<file path="config.mk">
export PLATFORM = sky130hd
export DESIGN_NAME = sls_stop_ctrl
export DESIGN_NICKNAME = d
export VERILOG_FILES = /design/src/design/sls_pkg.sv /design/src/design/sls_pulse_div.sv /design/src/design/sls_stop_ctrl.sv
export VERILOG_INCLUDE_DIRS = /design/src /design/src/design
export SDC_FILE = /design/constraint.sdc
export NUM_CORES = 1
export LEC_CHECK = 0
export ABC_AREA = 1
export ABC_CLOCK_PERIOD_IN_PS = 4800
export BUFFER_PORTS_ARGS = -buffer_cell sky130_fd_sc_hd__buf_2
export CORE_MARGIN = 1
export CORE_UTILIZATION = 50
export CTS_BUF_LIST = sky130_fd_sc_hd__clkbuf_8
export DETAILED_ROUTE_END_ITERATION = 8
export GPL_TIMING_DRIVEN = 0
export HOLD_SLACK_MARGIN = 0.03
export PLACE_DENSITY = 0.76
export SYNTH_ARGS = -nofsm -noshare
export SYNTH_HDL_FRONTEND = slang
export SYNTH_HIERARCHICAL = 1
export SYNTH_SLANG_ARGS = --single-unit
</file>
<file path="constraint.sdc">
create_clock -name CLK -period 4.8 [get_ports CLK]
set_input_delay 0.48 -clock CLK [delete_from_list [all_inputs] [get_ports CLK]]
set_output_delay 0.48 -clock CLK [all_outputs]
set_load 0.1 [all_outputs]
</file>
<file path="src/design/sls_defs.svh">
// Constants for the limit-stop and pulse-divider block.
`ifndef SLS_DEFS_SVH
`define SLS_DEFS_SVH
`define SLS_NUM_W 19
`define SLS_SPEED_W 16
`define SLS_TORQUE_W 16
`define SLS_ERR_W 32
`define SLS_STOP_SPEED_RPM 16'h001E
`define SLS_LIMIT_ALARM_NO 8'h26
`define SLS_LSEL_BOTH_ON 2'h0
`define SLS_LSEL_IGNORE 2'h1
`define SLS_LSEL_STRICT 2'h2
`define SLS_LSEL_RESET 2'h1
`define SLS_LSTOP_BRAKE 2'h0
`define SLS_LSTOP_ZERO_TQ 2'h1
`define SLS_LSTOP_IMMED 2'h2
`define SLS_SOFF_HOLD_MIN 4'h4
`define SLS_SOFF_IMMED_MIN 4'h8
`define SLS_SOFF_IMMED_UNLOCK 4'h9
`define SLS_ERR_OVF_LIMIT 32'h00FFFFFF
`define SLS_ERR_RESET 32'h00000000
`endif

</file>
<file path="src/design/sls_pkg.sv">
// Types shared by the limit-stop and pulse-divider block.
package sls_pkg;
    typedef enum logic [2:0] {
        SLS_RUN = 3'b001,
        SLS_DECEL = 3'b010,
        SLS_STOPPED = 3'b100
    } sls_state_type;
    typedef enum logic [2:0] {
        SLS_CAUSE_NONE,
        SLS_CAUSE_LIMIT,
        SLS_CAUSE_SERVO_OFF,
        SLS_CAUSE_MAINS,
        SLS_CAUSE_ALARM
    } sls_cause_type;
    typedef enum logic [2:0] {
        SLS_ACT_RUN,
        SLS_ACT_BRAKE,
        SLS_ACT_FREE,
        SLS_ACT_IMMED,
        SLS_ACT_ZERO_TQ,
        SLS_ACT_UNLOCK
    } sls_act_type;
endpackage

</file>
<file path="src/design/sls_pulse_div.sv">
// Encoder feedback divider producing scaled A/B/Z quadrature output.
`timescale 1ns/1ns
`include "sls_defs.svh"
module sls_pulse_div (
    input wire logic clk,
    input wire logic rst,
    input wire logic enc_step,
    input wire logic enc_dir,
    input wire logic enc_index,
    input wire logic [`SLS_NUM_W-1:0] numerator,
    input wire logic [`SLS_NUM_W-1:0] denominator,
    output logic out_a,
    output logic out_b,
    output logic out_z
);
    logic [`SLS_NUM_W:0] acc;
    logic [`SLS_NUM_W:0] eff_num;
    logic [`SLS_NUM_W:0] eff_den;
    logic [`SLS_NUM_W:0] sum;
    logic step;
    logic [1:0] quad;
    logic [1:0] next_quad;
    logic [19:0] rev_count;
    logic z_arm;
    logic a_rise;

    // RQ2: numerator capped at denominator.
    // A zero denominator passes feedback through one for one.
    always_comb begin
        eff_den = (denominator == '0) ? 20'h00001 : {1'b0, denominator};
        eff_num = ({1'b0, numerator} > eff_den || denominator == '0) ? eff_den : {1'b0, numerator};
        sum = acc + eff_num;
        step = enc_step && (acc < eff_den) && (sum >= eff_den);
        next_quad = enc_dir ? quad + 2'h1 : quad - 2'h1;
        a_rise = step && !quad[1] ^ 1'b0 && next_quad[1] && !out_a;
    end

    // RQ1: fractional accumulator gives num/den steps per input step.
    always_ff @(posedge clk) begin
        if (rst) begin
            acc <= '0;
        end else if (acc >= eff_den) begin
            // A smaller denominator would leave the remainder out of range and stall the output steps.
            acc <= '0;
        end else if (enc_step) begin
            acc <= step ? sum - eff_den : sum;
        end
    end

    // Gray phase counter; the outputs stay glitch free one bit per step.
    always_ff @(posedge clk) begin
        if (rst) begin
            quad <= 2'h0;
            out_a <= 1'b0;
            out_b <= 1'b0;
        end else if (step) begin
            quad <= next_quad;
            out_a <= next_quad[1];
            out_b <= next_quad[1] ^ next_quad[0];
        end
    end

    // RQ3: one Z pulse per index mark.
    // RQ4: aligned to A only for a per-turn count divisible by four.
    always_ff @(posedge clk) begin
        if (rst) begin
            rev_count <= '0;
            z_arm <= 1'b0;
            out_z <= 1'b0;
        end else if (enc_index) begin
            rev_count <= '0;
            z_arm <= (rev_count[1:0] == 2'h0) && (rev_count != '0);
            out_z <= !((rev_count[1:0] == 2'h0) && (rev_count != '0));
        end else begin
            rev_count <= step ? rev_count + 20'h00001 : rev_count;
            if (z_arm && a_rise) begin
                z_arm <= 1'b0;
                out_z <= 1'b1;
            end else if (out_z && !z_arm && (enc_step && !out_a ? 1'b1 : step && !next_quad[1])) begin
                out_z <= 1'b0;
            end
        end
    end
endmodule

</file>
<file path="src/design/sls_stop_ctrl.sv">
// Limit monitor, stop sequencer and divided pulse output of a servo drive.
// Notes on behaviour
// RQ1: Output pulses equal feedback times numerator/denominator.
// RQ2: Never exceed encoder resolution per turn.
// RQ3: Exactly one Z pulse per revolution.
// RQ4: Z aligned to A when count multiple of four.
// RQ5: Limit select 0,2 enable; 1 ignores.
// RQ6: Select 0: open limit blocks its direction.
// RQ7: Select 0: both open raises alarm 38.
// RQ8: Select 2: either open raises alarm 38.
// RQ9: Select 0: limit hit decelerates and stops.
// RQ10: Limit stop 0: brake, zero torque, hold.
// RQ11: Limit stop 1: zero torque throughout, hold.
// RQ12: Limit stop 2: immediate stop, clear counter.
// RQ13: Servo-off select picks braking and after-stop state.
// RQ14: Servo-off 0-3,8,9 clear; 4-7 hold errors.
// RQ15: Held errors keep accumulating, may overflow.
// RQ16: Deceleration ends at 30 r/min or less.
// RQ17: Immediate stop keeps loop, clamps torque.
// RQ18: Alarm or mains-off use their own tables.
// RQ19: Return to running only on servo-on again.
`timescale 1ns/1ns
`include "sls_defs.svh"
module sls_stop_ctrl
    import sls_pkg::*;
(
    input wire logic CLK,
    input wire logic RST,
    input wire logic ENC_STEP,
    input wire logic ENC_DIR,
    input wire logic ENC_INDEX,
    input wire logic CMD_STEP,
    input wire logic CMD_DIR,
    input wire logic [`SLS_NUM_W-1:0] OUTPUT_PULSE_NUMERATOR,
    input wire logic [`SLS_NUM_W-1:0] DIVIDER_DENOMINATOR,
    input wire logic [1:0] LIMIT_INPUT_SELECT,
    input wire logic [1:0] LIMIT_STOP_SELECT,
    input wire logic [3:0] SERVO_OFF_STOP_SELECT,
    input wire logic [3:0] MAINS_OFF_STOP_SELECT,
    input wire logic [2:0] ALARM_STOP_SELECT,
    input wire logic [`SLS_TORQUE_W-1:0] IMMEDIATE_STOP_TORQUE,
    input wire logic FORWARD_LIMIT_INPUT,
    input wire logic REVERSE_LIMIT_INPUT,
    input wire logic SERVO_ON,
    input wire logic ALARM_IN,
    input wire logic MAINS_OFF,
    input wire logic [`SLS_SPEED_W-1:0] MOTOR_SPEED,
    input wire logic signed [`SLS_TORQUE_W-1:0] TORQUE_CMD_IN,
    output logic OUT_A,
    output logic OUT_B,
    output logic OUT_Z,
    output logic LIMIT_INPUT_ERROR,
    output logic [7:0] ALARM_NUMBER,
    output logic FORWARD_BLOCKED,
    output logic REVERSE_BLOCKED,
    output logic [2:0] STOP_STATE,
    output logic DYNAMIC_BRAKE,
    output logic SERVO_ACTIVE,
    output logic signed [`SLS_TORQUE_W-1:0] TORQUE_CMD_OUT,
    output logic CLEAR_ERROR_COUNTER,
    output logic signed [`SLS_ERR_W-1:0] POSITION_ERROR,
    output logic COUNTER_OVERFLOW_ERROR
);
    sls_state_type state;
    sls_state_type next_state;
    sls_cause_type cause;
    sls_cause_type next_cause;
    sls_act_type decel_act;
    sls_act_type after_act;
    sls_act_type next_decel_act;
    sls_act_type next_after_act;
    sls_act_type cur_act;
    logic clear_sel;
    logic next_clear_sel;
    logic servo_on_q;
    logic servo_on_rise;
    logic fwd_open;
    logic rev_open;
    logic fwd_blk;
    logic rev_blk;
    logic limit_err;
    logic alarm_any;
    logic slow;
    logic [3:0] off_sel;
    logic signed [`SLS_TORQUE_W-1:0] tq_lim;
    logic signed [`SLS_TORQUE_W-1:0] next_torque;
    logic signed [`SLS_ERR_W-1:0] next_pos_err;
    logic [`SLS_ERR_W-1:0] err_mag;

    // The divided pulse output lives in its own module.
    sls_pulse_div u_div (
        .clk(CLK),
        .rst(RST),
        .enc_step(ENC_STEP),
        .enc_dir(ENC_DIR),
        .enc_index(ENC_INDEX),
        .numerator(OUTPUT_PULSE_NUMERATOR),
        .denominator(DIVIDER_DENOMINATOR),
        .out_a(OUT_A),
        .out_b(OUT_B),
        .out_z(OUT_Z)
    );

    // A limit input reads high while its switch connects it to common.
    // RQ5: select 1 masks both inputs.
    always_comb begin
        fwd_open = !FORWARD_LIMIT_INPUT && (LIMIT_INPUT_SELECT != `SLS_LSEL_IGNORE);
        rev_open = !REVERSE_LIMIT_INPUT && (LIMIT_INPUT_SELECT != `SLS_LSEL_IGNORE);
        // RQ6: only select 0 blocks one direction.
        fwd_blk = fwd_open && (LIMIT_INPUT_SELECT == `SLS_LSEL_BOTH_ON);
        rev_blk = rev_open && (LIMIT_INPUT_SELECT == `SLS_LSEL_BOTH_ON);
        // RQ7: both open under select 0.
        // RQ8: either open under select 2.
        limit_err = (fwd_blk && rev_blk)
            || ((LIMIT_INPUT_SELECT == `SLS_LSEL_STRICT) && (fwd_open || rev_open));
        alarm_any = ALARM_IN || limit_err;
        // RQ16: stop threshold in r/min.
        slow = MOTOR_SPEED <= `SLS_STOP_SPEED_RPM;
        servo_on_rise = SERVO_ON && !servo_on_q;
    end

    // Limit status is registered so every top output leaves a flip-flop.
    always_ff @(posedge CLK) begin
        if (RST) begin
            servo_on_q <= 1'b0;
            LIMIT_INPUT_ERROR <= 1'b0;
            ALARM_NUMBER <= 8'h00;
            FORWARD_BLOCKED <= 1'b0;
            REVERSE_BLOCKED <= 1'b0;
        end else begin
            servo_on_q <= SERVO_ON;
            LIMIT_INPUT_ERROR <= limit_err;
            ALARM_NUMBER <= limit_err ? `SLS_LIMIT_ALARM_NO : 8'h00;
            FORWARD_BLOCKED <= fwd_blk;
            REVERSE_BLOCKED <= rev_blk;
        end
    end

    // RQ18: alarm outranks mains-off, which outranks servo-off and limits.
    // A stop already under way moves to a higher-ranked table when one appears.
    always_comb begin
        next_state = state;
        next_cause = cause;
        if (alarm_any && cause != SLS_CAUSE_ALARM) begin
            next_cause = SLS_CAUSE_ALARM;
        end else if (MAINS_OFF && (cause == SLS_CAUSE_NONE || cause == SLS_CAUSE_SERVO_OFF
            || cause == SLS_CAUSE_LIMIT)) begin
            next_cause = SLS_CAUSE_MAINS;
        end else if (!SERVO_ON && (cause == SLS_CAUSE_NONE || cause == SLS_CAUSE_LIMIT)) begin
            next_cause = SLS_CAUSE_SERVO_OFF;
        end else if ((fwd_blk || rev_blk) && cause == SLS_CAUSE_NONE) begin
            // RQ9: limit hit starts a stop.
            next_cause = SLS_CAUSE_LIMIT;
        end
        unique case (state)
            SLS_RUN: begin
                if (next_cause != SLS_CAUSE_NONE) begin
                    next_state = SLS_DECEL;
                end
            end
            SLS_DECEL: begin
                // RQ16: end of deceleration.
                if (next_cause != cause) begin
                    next_state = SLS_DECEL;
                end else if (slow) begin
                    next_state = SLS_STOPPED;
                end
            end
            SLS_STOPPED: begin
                // RQ16: stays stopped whatever the speed.
                // RQ19: restart needs a fresh servo-on.
                if (next_cause != cause) begin
                    next_state = SLS_DECEL;
                end else if (servo_on_rise && !alarm_any && !MAINS_OFF
                    && !fwd_blk && !rev_blk) begin
                    next_state = SLS_RUN;
                    next_cause = SLS_CAUSE_NONE;
                end
            end
        endcase
    end

    // Stop tables for the cause being entered.
    always_comb begin
        off_sel = (next_cause == SLS_CAUSE_MAINS) ? MAINS_OFF_STOP_SELECT : SERVO_OFF_STOP_SELECT;
        next_decel_act = SLS_ACT_BRAKE;
        next_after_act = SLS_ACT_BRAKE;
        next_clear_sel = 1'b1;
        unique case (next_cause)
            SLS_CAUSE_LIMIT: begin
                // RQ10: brake, then zero torque, hold.
                // RQ11: zero torque throughout, hold.
                // RQ12: immediate stop, clear throughout.
                next_decel_act = (LIMIT_STOP_SELECT == `SLS_LSTOP_IMMED) ? SLS_ACT_IMMED
                    : (LIMIT_STOP_SELECT == `SLS_LSTOP_ZERO_TQ) ? SLS_ACT_ZERO_TQ
                    : SLS_ACT_BRAKE;
                next_after_act = SLS_ACT_ZERO_TQ;
                next_clear_sel = LIMIT_STOP_SELECT == `SLS_LSTOP_IMMED;
            end
            SLS_CAUSE_SERVO_OFF, SLS_CAUSE_MAINS: begin
                // RQ13: even brakes, odd free-runs, 8 and 9 stop at once.
                next_decel_act = (off_sel >= `SLS_SOFF_IMMED_MIN) ? SLS_ACT_IMMED
                    : off_sel[0] ? SLS_ACT_FREE : SLS_ACT_BRAKE;
                next_after_act = ((off_sel == `SLS_SOFF_IMMED_UNLOCK)
                    || (off_sel < `SLS_SOFF_IMMED_MIN && off_sel[1]))
                    ? SLS_ACT_UNLOCK : SLS_ACT_BRAKE;
                // RQ14: clear or hold by range.
                next_clear_sel = (off_sel < `SLS_SOFF_HOLD_MIN) || (off_sel >= `SLS_SOFF_IMMED_MIN);
            end
            SLS_CAUSE_ALARM: begin
                // Upper half stops at once, bit 1 unlocks after stopping.
                next_decel_act = ALARM_STOP_SELECT[2] ? SLS_ACT_IMMED
                    : ALARM_STOP_SELECT[0] ? SLS_ACT_FREE : SLS_ACT_BRAKE;
                next_after_act = ALARM_STOP_SELECT[1] ? SLS_ACT_UNLOCK : SLS_ACT_BRAKE;
                next_clear_sel = 1'b1;
            end
            default: begin
                next_decel_act = SLS_ACT_RUN;
                next_after_act = SLS_ACT_RUN;
                next_clear_sel = 1'b0;
            end
        endcase
    end

    // The table is latched on entry so a later select change waits for the next stop.
    always_ff @(posedge CLK) begin
        if (RST) begin
            state <= SLS_RUN;
            cause <= SLS_CAUSE_NONE;
            decel_act <= SLS_ACT_RUN;
            after_act <= SLS_ACT_RUN;
            clear_sel <= 1'b0;
        end else begin
            state <= next_state;
            cause <= next_cause;
            if (next_cause != cause) begin
                decel_act <= next_decel_act;
                after_act <= next_after_act;
                clear_sel <= next_clear_sel;
            end
        end
    end

    // Output action of the present phase, and the clamped torque.
    always_comb begin
        cur_act = (state == SLS_DECEL) ? decel_act
            : (state == SLS_STOPPED) ? after_act : SLS_ACT_RUN;
        // The magnitude saturates so that its negation stays representable.
        tq_lim = IMMEDIATE_STOP_TORQUE[15] ? 16'sh7FFF : $signed(IMMEDIATE_STOP_TORQUE);
        next_torque = TORQUE_CMD_IN;
        unique case (cur_act)
            SLS_ACT_RUN: next_torque = TORQUE_CMD_IN;
            SLS_ACT_IMMED: begin
                // RQ17: clamp to the stop torque.
                if (TORQUE_CMD_IN > tq_lim) begin
                    next_torque = tq_lim;
                end else if (TORQUE_CMD_IN < -tq_lim) begin
                    next_torque = -tq_lim;
                end
            end
            SLS_ACT_ZERO_TQ: begin
                // Torque towards a blocked side is dropped; the free side stays.
                if ((fwd_blk && TORQUE_CMD_IN > 0) || (rev_blk && TORQUE_CMD_IN < 0)) begin
                    next_torque = '0;
                end
            end
            default: next_torque = '0;
        endcase
    end

    // Drive stage outputs.
    always_ff @(posedge CLK) begin
        if (RST) begin
            STOP_STATE <= SLS_RUN;
            DYNAMIC_BRAKE <= 1'b0;
            SERVO_ACTIVE <= 1'b0;
            TORQUE_CMD_OUT <= '0;
            CLEAR_ERROR_COUNTER <= 1'b0;
        end else begin
            STOP_STATE <= state;
            DYNAMIC_BRAKE <= cur_act == SLS_ACT_BRAKE;
            // RQ17: the loop stays closed during an immediate stop.
            SERVO_ACTIVE <= cur_act == SLS_ACT_RUN || cur_act == SLS_ACT_IMMED
                || cur_act == SLS_ACT_ZERO_TQ;
            TORQUE_CMD_OUT <= next_torque;
            CLEAR_ERROR_COUNTER <= state != SLS_RUN && clear_sel;
        end
    end

    // RQ15: the counter keeps running while held, so it can overflow.
    always_comb begin
        next_pos_err = POSITION_ERROR;
        if (CMD_STEP) begin
            next_pos_err = CMD_DIR ? next_pos_err + 1 : next_pos_err - 1;
        end
        if (ENC_STEP) begin
            next_pos_err = ENC_DIR ? next_pos_err - 1 : next_pos_err + 1;
        end
        err_mag = POSITION_ERROR[`SLS_ERR_W-1] ? -POSITION_ERROR : POSITION_ERROR;
    end

    // RQ14: clearing wins over accumulation.
    // The overflow flag is sticky until reset so a short excursion is not missed.
    always_ff @(posedge CLK) begin
        if (RST) begin
            POSITION_ERROR <= `SLS_ERR_RESET;
            COUNTER_OVERFLOW_ERROR <= 1'b0;
        end else begin
            POSITION_ERROR <= (state != SLS_RUN && clear_sel) ? `SLS_ERR_RESET : next_pos_err;
            if (err_mag > `SLS_ERR_OVF_LIMIT) begin
                COUNTER_OVERFLOW_ERROR <= 1'b1;
            end
        end
    end
endmodule

</file>
**Yosys cells after proc, flatten, opt, wreduce, memory -nomap -nowiden**

Index checks and enable logic that the tools add are counted.

- $add $sub $neg: 11
- Order comparisons: 13
- Equality and inequality tests: 24
- Muxes and demuxes: 48
- Bitwise gates (word level): 1
- Reduce and logical (&&, ||, !) cells: 70

Operators by type and width:

| operator | count |
|---|---|
| $mux W32 | 5 |
| $add A32 B2 Y32 const B | 2 |
| $sub A32 B2 Y32 const B | 2 |
| $mux W3 | 18 |
| $mux W16 | 3 |
| $pmux W16 S3 | 1 |
| $ge A20 B20 Y1 | 2 |
| $mux W20 | 2 |
| $gt A32 B24 Y1 const B | 1 |
| $neg A32 Y32 | 1 |
| $logic_and A1 B1 Y1 | 30 |
| $pmux W3 S3 | 3 |
| $add A20 B1 Y20 const B | 1 |
| $add A20 B20 Y20 | 1 |
| $gt A19 B20 Y1 | 1 |
| $lt A20 B20 Y1 | 1 |
| $reduce_bool A20 Y1 | 1 |
| $sub A20 B20 Y20 | 1 |
| $logic_not A19 Y1 | 1 |
| $mux W19 | 1 |
| $gt A16 B1 Y1 const B | 1 |
| $gt A16 B16 Y1 | 1 |
| $le A16 B5 Y1 const B | 1 |
| $lt A16 B1 Y1 const B | 1 |
| 33 further kinds | 85 |

- Bits in registers: 126
- Output and inout port bits: 69

**Depth between registers and ports, before layout**

Gate-level depths: netlist (run 1).

- Depth in word-level cells: 21
- Mapped depth: 44
- Gate-level depth less buffers: 43

**Hierarchy**

Netlist (run 1), hierarchy kept.

By module, submodules not included:

| module | instances | cells an instance | area an instance (µm²) | sequential area each (µm²) |
|---|---|---|---|---|
| sls_stop_ctrl | 1 | 1,541 | 9,122.5 | 1,421.4 |
| sls_pulse_div | 1 | 876 | 5,474.0 | 900.9 |

**Worst setup path after synthesis (run 1)**

OpenSTA, ideal clock, no wires.

- Path kind: input to register
- Start point: in DIVIDER_DENOMINATOR[1]
- End point: reg u_div.out_b
- Arrival: 5,003 ps
- Path slack: -320 ps
- Stages: 43
- Path buffers: 2
- Cells stage by stage: inv_1 nand4_1 nor2_1 nand4_1 nand2_1 ha_1 nand3_1 nor3_1 nand3_1 nand2_1 nand2_1 clkinv_1 nand2_1 o21ai_0 inv_1 ha_1 inv_1 fa_1 [... 7 more ...] xor2_1 ha_1 nand2_1 inv_1 nand2_1 inv_1 a21oi_1 nand3_1 nand2_1 nand2_1 nand2_1 nand3_2 nand2_4 inv_2 buf_6 buf_6 nor2_1 nor2_1

- Cells in the longest elaborated chain, start to end: 8

RTL lines:

| item | line | source |
|---|---|---|
| start, declared | sls_stop_ctrl.sv:35 | `` input wire logic [`SLS_NUM_W-1:0] DIVIDER_DENOMINATOR, `` |
| $logic_not A19 Y1 | sls_pulse_div.sv:30, sls_pulse_div.sv:31 |  |
| $mux W19 | sls_pulse_div.sv:30 | `eff_den = (denominator == '0) ? 20'h00001 : {1'b0, denominator};` |
| $gt A19 B20 Y1 | sls_pulse_div.sv:31 | `eff_num = ({1'b0, numerator} > eff_den \|\| denominator == '0) ? eff_den : {1'b0, numerator};` |
| $logic_or A1 B1 Y1 | sls_pulse_div.sv:31 |  |
| $mux W20 | sls_pulse_div.sv:31 |  |
| $add A20 B20 Y20 | sls_pulse_div.sv:32 | `sum = acc + eff_num;` |
| $ge A20 B20 Y1 | sls_pulse_div.sv:33 | `step = enc_step && (acc < eff_den) && (sum >= eff_den);` |
| $logic_and A1 B1 Y1 * | sls_pulse_div.sv:33 |  |
| end signal, assigned | sls_pulse_div.sv:59 | `out_b <= next_quad[1] ^ next_quad[0];` |
| end, declared | sls_pulse_div.sv:13 | `output logic out_b,` |

Mark *: on every way between the ends. The rest lies on a longest branch, timed or not.
A chain may end at the register's enable or synchronous reset.

**Final worst setup path (run 1)**

- Start point: in DIVIDER_DENOMINATOR[6]
- End point: reg u_div.acc[5]

- Cells in the longest elaborated chain, start to end: 9

RTL lines:

| item | line | source |
|---|---|---|
| $logic_not A19 Y1 | sls_pulse_div.sv:30, sls_pulse_div.sv:31 |  |
| $mux W19 | sls_pulse_div.sv:30 |  |
| $gt A19 B20 Y1 | sls_pulse_div.sv:31 |  |
| $logic_or A1 B1 Y1 | sls_pulse_div.sv:31 |  |
| $mux W20 | sls_pulse_div.sv:31 |  |
| $add A20 B20 Y20 | sls_pulse_div.sv:32 |  |
| $ge A20 B20 Y1 | sls_pulse_div.sv:33 |  |
| $logic_and A1 B1 Y1 | sls_pulse_div.sv:33 |  |
| $mux W20 | sls_pulse_div.sv:46 | `acc <= step ? sum - eff_den : sum;` |
| end signal, assigned | sls_pulse_div.sv:46 |  |
| end, declared | sls_pulse_div.sv:16 | `` logic [`SLS_NUM_W:0] acc; `` |

Several ways; a longest one is shown, not always the timed one.

==> results of run 1 <==
-- worst paths after layout --
check / from / depth (start not counted) / slack (ns) / to
max: DIVIDER_DENOMINATOR[6] / 43 / -0.47 / u_div/acc[5]
min: SERVO_ON / 3 / 0.25 / servo_on_q
min reg2reg: u_div/out_z / 2 / 0.47 / u_div/out_z
max reg2reg: POSITION_ERROR[0] / 22 / 0.48 / POSITION_ERROR[21]
-- logic make-up (layout without fill, tap and decap cells) --
kind of cell,Yosys count,after routing,share of synthesized area
and+or+nand+nor,1178,1178,0.350
DFF,116,116,0.159
xor gates and xnor gates,95,95,0.0570
other,1,5,0.000257
AOI/OAI and AO/OA,471,471,0.179
adders and majority gates,175,175,0.152
buffers and inverters,381,670,0.103
-- layout by cell type, fill, tap and decap left out, drive strengths merged, types with 7 or more instances in the layout --
cell type  instances
nor3              46
nor4              20
xnor2             33
o21ai            170
xor2              62
clkbuf            39
inv              331
nand3            168
nand4             52
a31oi             18
buf              285
o21a               7
o211ai            10
nand2            650
a21boi             9
nand3b            11
nor2             221
clkinv             9
dfxtp            116
ha               171
a21oi            217
o21bai            16
a21o              13
-- layout make-up --
class                      count  area, um2  area share
inverter                     329       1280      0.0717
timing repair inverter         2       16.3    0.000908
tap                          384        480      0.0268
sequential                   116       2320       0.130
timing repair buffer         257       1590      0.0885
multi-input combinational   1924      11500       0.642
buffer                        50        335      0.0187
clock inverter                15        148     0.00824
clock buffer                  17        234      0.0131
-- Yosys cell counts, types with 20 or more instances --
| library cell | n |
|---|---|
| nand4_1 | 52 |
| inv_1 | 314 |
| o21ai_0 | 154 |
| nor2_1 | 207 |
| nand2_1 | 638 |
| a21oi_1 | 212 |
| clkbuf_1 | 23 |
| nand3_1 | 159 |
| nor4_1 | 20 |
| dfxtp_1 | 116 |
| xnor2_1 | 33 |
| ha_1 | 171 |
| xor2_1 | 62 |
| nor3_1 | 43 |
-- power by group through the flow --
stage	combinational [mW]	sequential, mW	clock, mW
2_1_floorplan	4.24	1.99	0
3_3_place_gp	6.22	1.37	0
4_1_cts	7.11	1.36	0.938
3_5_place_dp	6.28	1.38	0
5_1_grt	8.31	1.40	0.979
6_report	7.67	1.38	0.931
-- worst max-delay path, delay by kind of cell --
| family | cells | cell delay (ns) |
|---|---|---|
| compound gates | 5 | 0.68 |
| simple gates | 24 | 2.51 |
| fa+ha+maj | 3 | 0.69 |
| buf+inv | 10 | 1.09 |
| xor+xnor | 1 | 0.21 |
-- per-stage QoR --
step / power (mW) / setup TNS [ns] / hold WS, ns / std cells / utilization
after detailed placement: 7.66 / -68.44 / 0.451 / 2981 / 0.558
after floorplan: 6.22 / 0 / 0.439 / 2421 / -
after CTS: 9.41 / -2.23 / 0.242 / 3078 / 0.609
after global placement: 7.59 / -65.08 / 0.446 / 2981 / 0.558
after global routing: 10.7 / -24.41 / 0.255 / 3094 / 0.624
final: 9.99 / -17.26 / 0.247 / 3094 / 0.624
-- metal layers --
metal / global-route usage / vias to the layer above / routed length (um)
li1: - / 8587 / -
met1: 0.421 / 7935 / 21800
met2: 0.519 / 765 / 22800
met3: 0.0323 / 144 / 3430
met4: 0.118 / 0 / 1840
met5: 0 / - / 0
-- sequential cells by signal, indices dropped and copies added, names as in the netlist --
signal	cells
cause	3
u_div/out_b	1
u_div/out_a	1
decel_act	3
servo_on_q	1
DYNAMIC_BRAKE	1
u_div/z_arm	1
ALARM_NUMBER	1
u_div/rev_count	20
u_div/acc	20
SERVO_ACTIVE	1
COUNTER_OVERFLOW_ERROR	1
state	3
u_div/quad	1
u_div/out_z	1
clear_sel	1
POSITION_ERROR	32
STOP_STATE	3
CLEAR_ERROR_COUNTER	1
TORQUE_CMD_OUT	16
REVERSE_BLOCKED	1
FORWARD_BLOCKED	1
after_act	2
-- repair_timing --
item	4_1_cts	5_1_grt
endpoints found under the setup margin	45	59
hold buffers	0	0
gates cloned	4	1
endpoints found under the hold margin	0	0
resized for setup	148	80
setup buffers	62	17
pin swaps	79	64
==> metrics.csv, run 1 <==
stage,metric,value,unit
status,status,finished with violations,
status,violations,setup timing,
sta,hold_viol,0,
power_and_ir_drop,clockPowerShare,0.093,
synth,postSynth.asyncResetShare,0,
power_and_ir_drop,cellLeakagePower,9.07,nW
power_and_ir_drop,power.switching,5.66,mW
placement,io_buffers,176,
die,die_w,173,um
grt,antenna_found_initial,0,
clock_tree,path_clk_slew,0.09,ns
cells_and_area,antenna_cells,0,
die,ios,182,
worst_hold_path,worstHoldPathType,in2reg,
synth,yosysWarnings,6,
route,postRouteAntennaNets,0,
die,initial_utilization,0.509,
route,wirelength,49900,um
sta,slew_headroom,0.495,
synth,synth_top_area_frac,0.164,
route,wire_per_inst,16.1,um
clock_tree,htreeDepth,4,
sta,fmax,190,MHz
cells_and_area,drive_above_1_share,0.193,
die,core,0.0287,mm2
sta,finalClockSkew,0.0278,ns
critical_path,critical_path_class,in2reg,
placement,dp_slack,-1.59,ns
clock_tree,cts_buffers,17,
synth,synth_edf_count,0,
die,die_y,173,um
critical_path,cp_data_required_time,5.19,ns
route,drc,0,
route,dr.pass1.iters,8,
clock_tree,clock-sinks,116,
run,cap_violations,0,
cells_and_area,stdcell_area,0.0179,mm2
die,die-area,0.0299,mm2
synth,synthTopCellsByArea,"nand2_1 16%, dfxtp_1 16%, ha_1 15%, inv_1 8.1%, a21oi_1 7.3%",
grt,grt_max_degree,35,
grt,grt_remaining_overflow,0,
power_and_ir_drop,p_sw_frac,0.567,
synth,synthDistinctLibCells,54,
sta,fin_ws,-0.475,ns
clock_tree,cts_buffer_depth,2,
critical_path,slowest_stage,ha_4,
sta,tightest_slew,0.757,ns
placement,place_area,0.0160,mm2
sta,slew_viol_final,0,
synth,yosysTopAreaCell,nand2_1,
power_and_ir_drop,pwr-share-comb,0.768,
sta,grt_setup_unrepaired,yes,
cells_and_area,n_fill_cell,2616,
cells_and_area,syn_to_final_growth,22.7,%
grt,grt_pass1_wl,77300,um
sta,fin_crit_sh,1.10,
power_and_ir_drop,p_seq_frac,0.138,
die,rows,62,
synth,synth_ff_type,dfxtp_1,
critical_path,arrival,5.67,ns
synth,avgSynthCellArea,6.04,um2
grt,grt_pass1_vias,15900,
clock_tree,cts_root_buffer,clkbuf_8,
critical_path,max_stage_delay,0.31,ns
route,viasPerCell,5.63,
clock_tree,cts_tree,yes,
clock_tree,clk_latency,0.47,ns
critical_path,start_kind,primary input,
grt,grtUsageTotal,0.314,
placement,hpwlAfterDp,38000,um
synth,syn_area,0.0146,mm2
synth,ys_seq_area_frac,0.159,
route,drt_iter0_drc,1875,
critical_path,cp_max_fo,10,
power_and_ir_drop,p_per_area,557,mW/mm2
synth,syn_inst,2417,
critical_path,critPathMostFrequentCell,nand2_1,
power_and_ir_drop,peakVddDrop,0.391,mV
sta,setup_viol,45,
route,vias,17400,
synth,ys_ff_latch,116,
sta,fin_crit,5.27,ns
cells_and_area,nets,2985,
placement,place_congestion,0.984,
power_and_ir_drop,intPower,4.32,mW
critical_path,cp-end-kind,flip-flop,
(Power assumes the default switching activity.)
==> run 2: changes to the inputs <==
SETUP_SLACK_MARGIN = 0.5   (was unset)
==> run 2 against run 1 <==
  * The flow still finishes with violations (setup timing)
  * Worst hold slack gained 0.022 ns
  * Flip-flop and latch count is the same
  * Register-to-register slack gained 0.30 ns
  * Sequential power grew 3%
  * Die area is the same
  * Non-clock buffer count grew 19
  * Routed wire length grew 5.3%
  * First-iteration DRC count shrank 11%
  * Global-route usage grew 0.85 points
  * Total power grew 4.8%
  * Critical path depth is the same
  * Clock-buffer cell count grew 3
  * Critical endpoint is now u_div/rev_count[9]
  * Largest cell class unchanged
==> metrics.csv, run 2 (synthesized netlist as in run 1, its figures left out) <==
stage,metric,value,unit
cells_and_area,antenna_cells,0,
critical_path,start_kind,primary input,
critical_path,slowest_stage,fa_2,
clock_tree,path_clk_slew,0.08,ns
grt,antenna_found_initial,0,
sta,tightest_slew,0.735,ns
route,drt_iter0_drc,1675,
die,ios,182,
power_and_ir_drop,intPower,4.64,mW
status,violations,setup timing,
critical_path,ff2ff_setup_slack,0.78,ns
die,core,0.0287,mm2
die,die_w,173,um
die,die-area,0.0299,mm2
grt,grt_remaining_overflow,0,
sta,fin_crit,5.49,ns
clock_tree,cts_buffers,17,
status,status,finished with violations,
power_and_ir_drop,cellLeakagePower,9.20,nW
cells_and_area,final_common_cell,nand2_1,
critical_path,critPathMostFrequentCell,nand2_2,
run,cap_violations,0,
sta,fin_ws,-0.693,ns
die,rows,62,
route,dr.pass1.iters,8,
placement,hpwlAfterDp,38500,um
clock_tree,htreeDepth,4,
cells_and_area,top_register,POSITION_ERROR,
route,vias,17800,
critical_path,cp_data_required_time,5.14,ns
grt,grtUsageTotal,0.322,
sta,slew_headroom,0.510,
power_and_ir_drop,power.switching,5.82,mW
cells_and_area,nets,3004,
sta,fin_crit_sh,1.14,
power_and_ir_drop,p_seq_frac,0.136,
cells_and_area,stdcell_area,0.0183,mm2
critical_path,path_delay_family,simple AND/OR/NAND/NOR gates,
route,drc,0,
clock_tree,clk_latency,0.47,ns
route,wire_per_inst,16.9,um
route,wirelength,52500,um
sta,fmax,182,MHz
critical_path,cp-end-kind,flip-flop,
critical_path,arrival,5.83,ns
power_and_ir_drop,clockPowerShare,0.088,
power_and_ir_drop,power.total,10.5,mW
clock_tree,cts.hold.buffers_added,0,
sta,hold_viol,0,
grt,grt_max_degree,35,
power_and_ir_drop,peakVddDrop,0.282,mV
placement,place_area,0.0161,mm2
critical_path,critical_path_class,in2reg,
cells_and_area,syn_to_final_growth,25.6,%
cells_and_area,drive_above_1_share,0.210,
cells_and_area,largest_reg_flops,32,
power_and_ir_drop,p_per_area,571,mW/mm2
cells_and_area,reg_top3,"POSITION_ERROR: 32 flops, u_div/acc: 20 flops, u_div/rev_count: 20 flops",
critical_path,cp_max_fo,8,
worst_hold_path,worstHoldPathType,in2reg,
sta,grt_setup_unrepaired,yes,
critical_path,crit_buf_inv,12,
cells_and_area,mostFrequentLayoutCells,"590 x nand2_1, 297 x inv_1, 198 x nor2_1",
route,viasPerCell,5.72,
sta,slew_viol_final,0,
critical_path,max_stage_delay,0.42,ns
clock_tree,cts_buffer_depth,2,
route,postRouteAntennaNets,0,
sta,setup_viol,45,
power_and_ir_drop,pwr-share-comb,0.776,
placement,io_buffers,176,
clock_tree,cts_tree,yes,
sta,finalClockSkew,0.0185,ns
grt,grt_pass1_wl,78900,um
clock_tree,clock-sinks,116,
clock_tree,cts_root_buffer,clkbuf_8,
grt,grt_pass1_vias,16400,
placement,place_congestion,0.976,
power_and_ir_drop,p_sw_frac,0.556,
die,initial_utilization,0.509,
die,die_y,173,um
==> run 2: cell types whose count changed in the layout (fill, tap and decap cells not counted), moves of 5 or more <==
| cell | change |
|---|---|
| buf_6 | -8 |
| buf_8 | +5 |
| buf_4 | +17 |
| ha_1 | -7 |
| a21oi_2 | +9 |
| o21ai_0 | -5 |
| nand2_1 | -6 |
| o21ai_4 | +5 |
| nand2_2 | +7 |
| a21oi_1 | -11 |
==> run 2: layout make-up <==
| class | count | area, um2 |
|---|---|---|
| plain buffers | 52 | 358 |
| clock inverters | 12 | 114 |
| flip-flops and latches | 116 | 2320 |
| repair buffers | 274 | 1730 |
| multi-input cells | 1924 | 11800 |
| inverters | 329 | 1270 |
| clock buffers | 20 | 275 |
| well taps | 384 | 480 |
| repair inverters | 2 | 15.0 |
| fillers | 2618 | 10400 |
==> run 2: what timing repair did <==
item,4_1_cts,5_1_grt
hold endpoints to repair,0,0
cloned,2,1
gates resized for setup,131,135
pin swaps,62,70
setup buffers,67,30
setup endpoints to repair,63,63
==> run 2: per-layer routing <==
metal / track usage / part of all wire / up-vias
met5: 0 / 0 / -
met4: 0.104 / 0.041 / 0
met3: 0.0369 / 0.083 / 215
met2: 0.538 / 0.45 / 937
met1: 0.432 / 0.43 / 8024
li1: - / - / 8615
==> run 2: path summary, 6_finish.rpt <==
check	start	endpoint	cells past startpoint
hold / removal	SERVO_ON	servo_on_q	3
setup reg to reg	u_div/acc[0]	u_div/rev_count[9]	27
hold reg to reg	clear_sel	CLEAR_ERROR_COUNTER	2
setup / recovery	DIVIDER_DENOMINATOR[6]	u_div/rev_count[9]	43
==> run 2: through the flow <==
stage	std cells	worst slack, ns	util	setup TNS, ns	hold slack [ns]
5_1_grt	3113	-0.867	0.639	-34.96	0.257
3_3_place_gp	2981	-1.08	0.561	-47.24	0.447
2_1_floorplan	2421	0.0684	-	0	0.439
4_1_cts	3082	-0.0910	0.610	-0.753	0.248
3_5_place_dp	2981	-1.17	0.561	-52.69	0.458
6_report	3113	-0.693	0.639	-27.74	0.269
==> run 2: worst reg2reg max path: stages (launching register included) <==
cell and delay [ns]:
dfxtp_1 0.44, ha_4 0.18, inv_2 0.06, fa_2 0.42, o21ai_4 0.19, nand2_2 0.12, a21oi_2 0.21, nor2_1 0.09
xor2_1 0.26, inv_1 0.16, ha_4 0.28, nand2_2 0.09, inv_1 0.05, a21oi_2 0.13, nand2_2 0.07, nand2_1 0.08
nand3_1 0.09, nand2_1 0.07, nand2_1 0.06, nand2_2 0.08, nand3_4 0.10, nand2_4 0.13, inv_4 0.05, buf_12 0.14
buf_12 0.12, buf_16 0.13, nand2_2 0.06, a21oi_2 0.05
==> run 2: power by group through the flow <==
stage / Clock [mW] / Combinational [mW] / Sequential, mW
2_1_floorplan: 0 / 4.27 / 1.99
3_3_place_gp: 0 / 6.23 / 1.40
3_5_place_dp: 0 / 6.32 / 1.40
4_1_cts: 0.930 / 7.18 / 1.38
5_1_grt: 0.976 / 8.78 / 1.43
6_report: 0.922 / 8.12 / 1.42
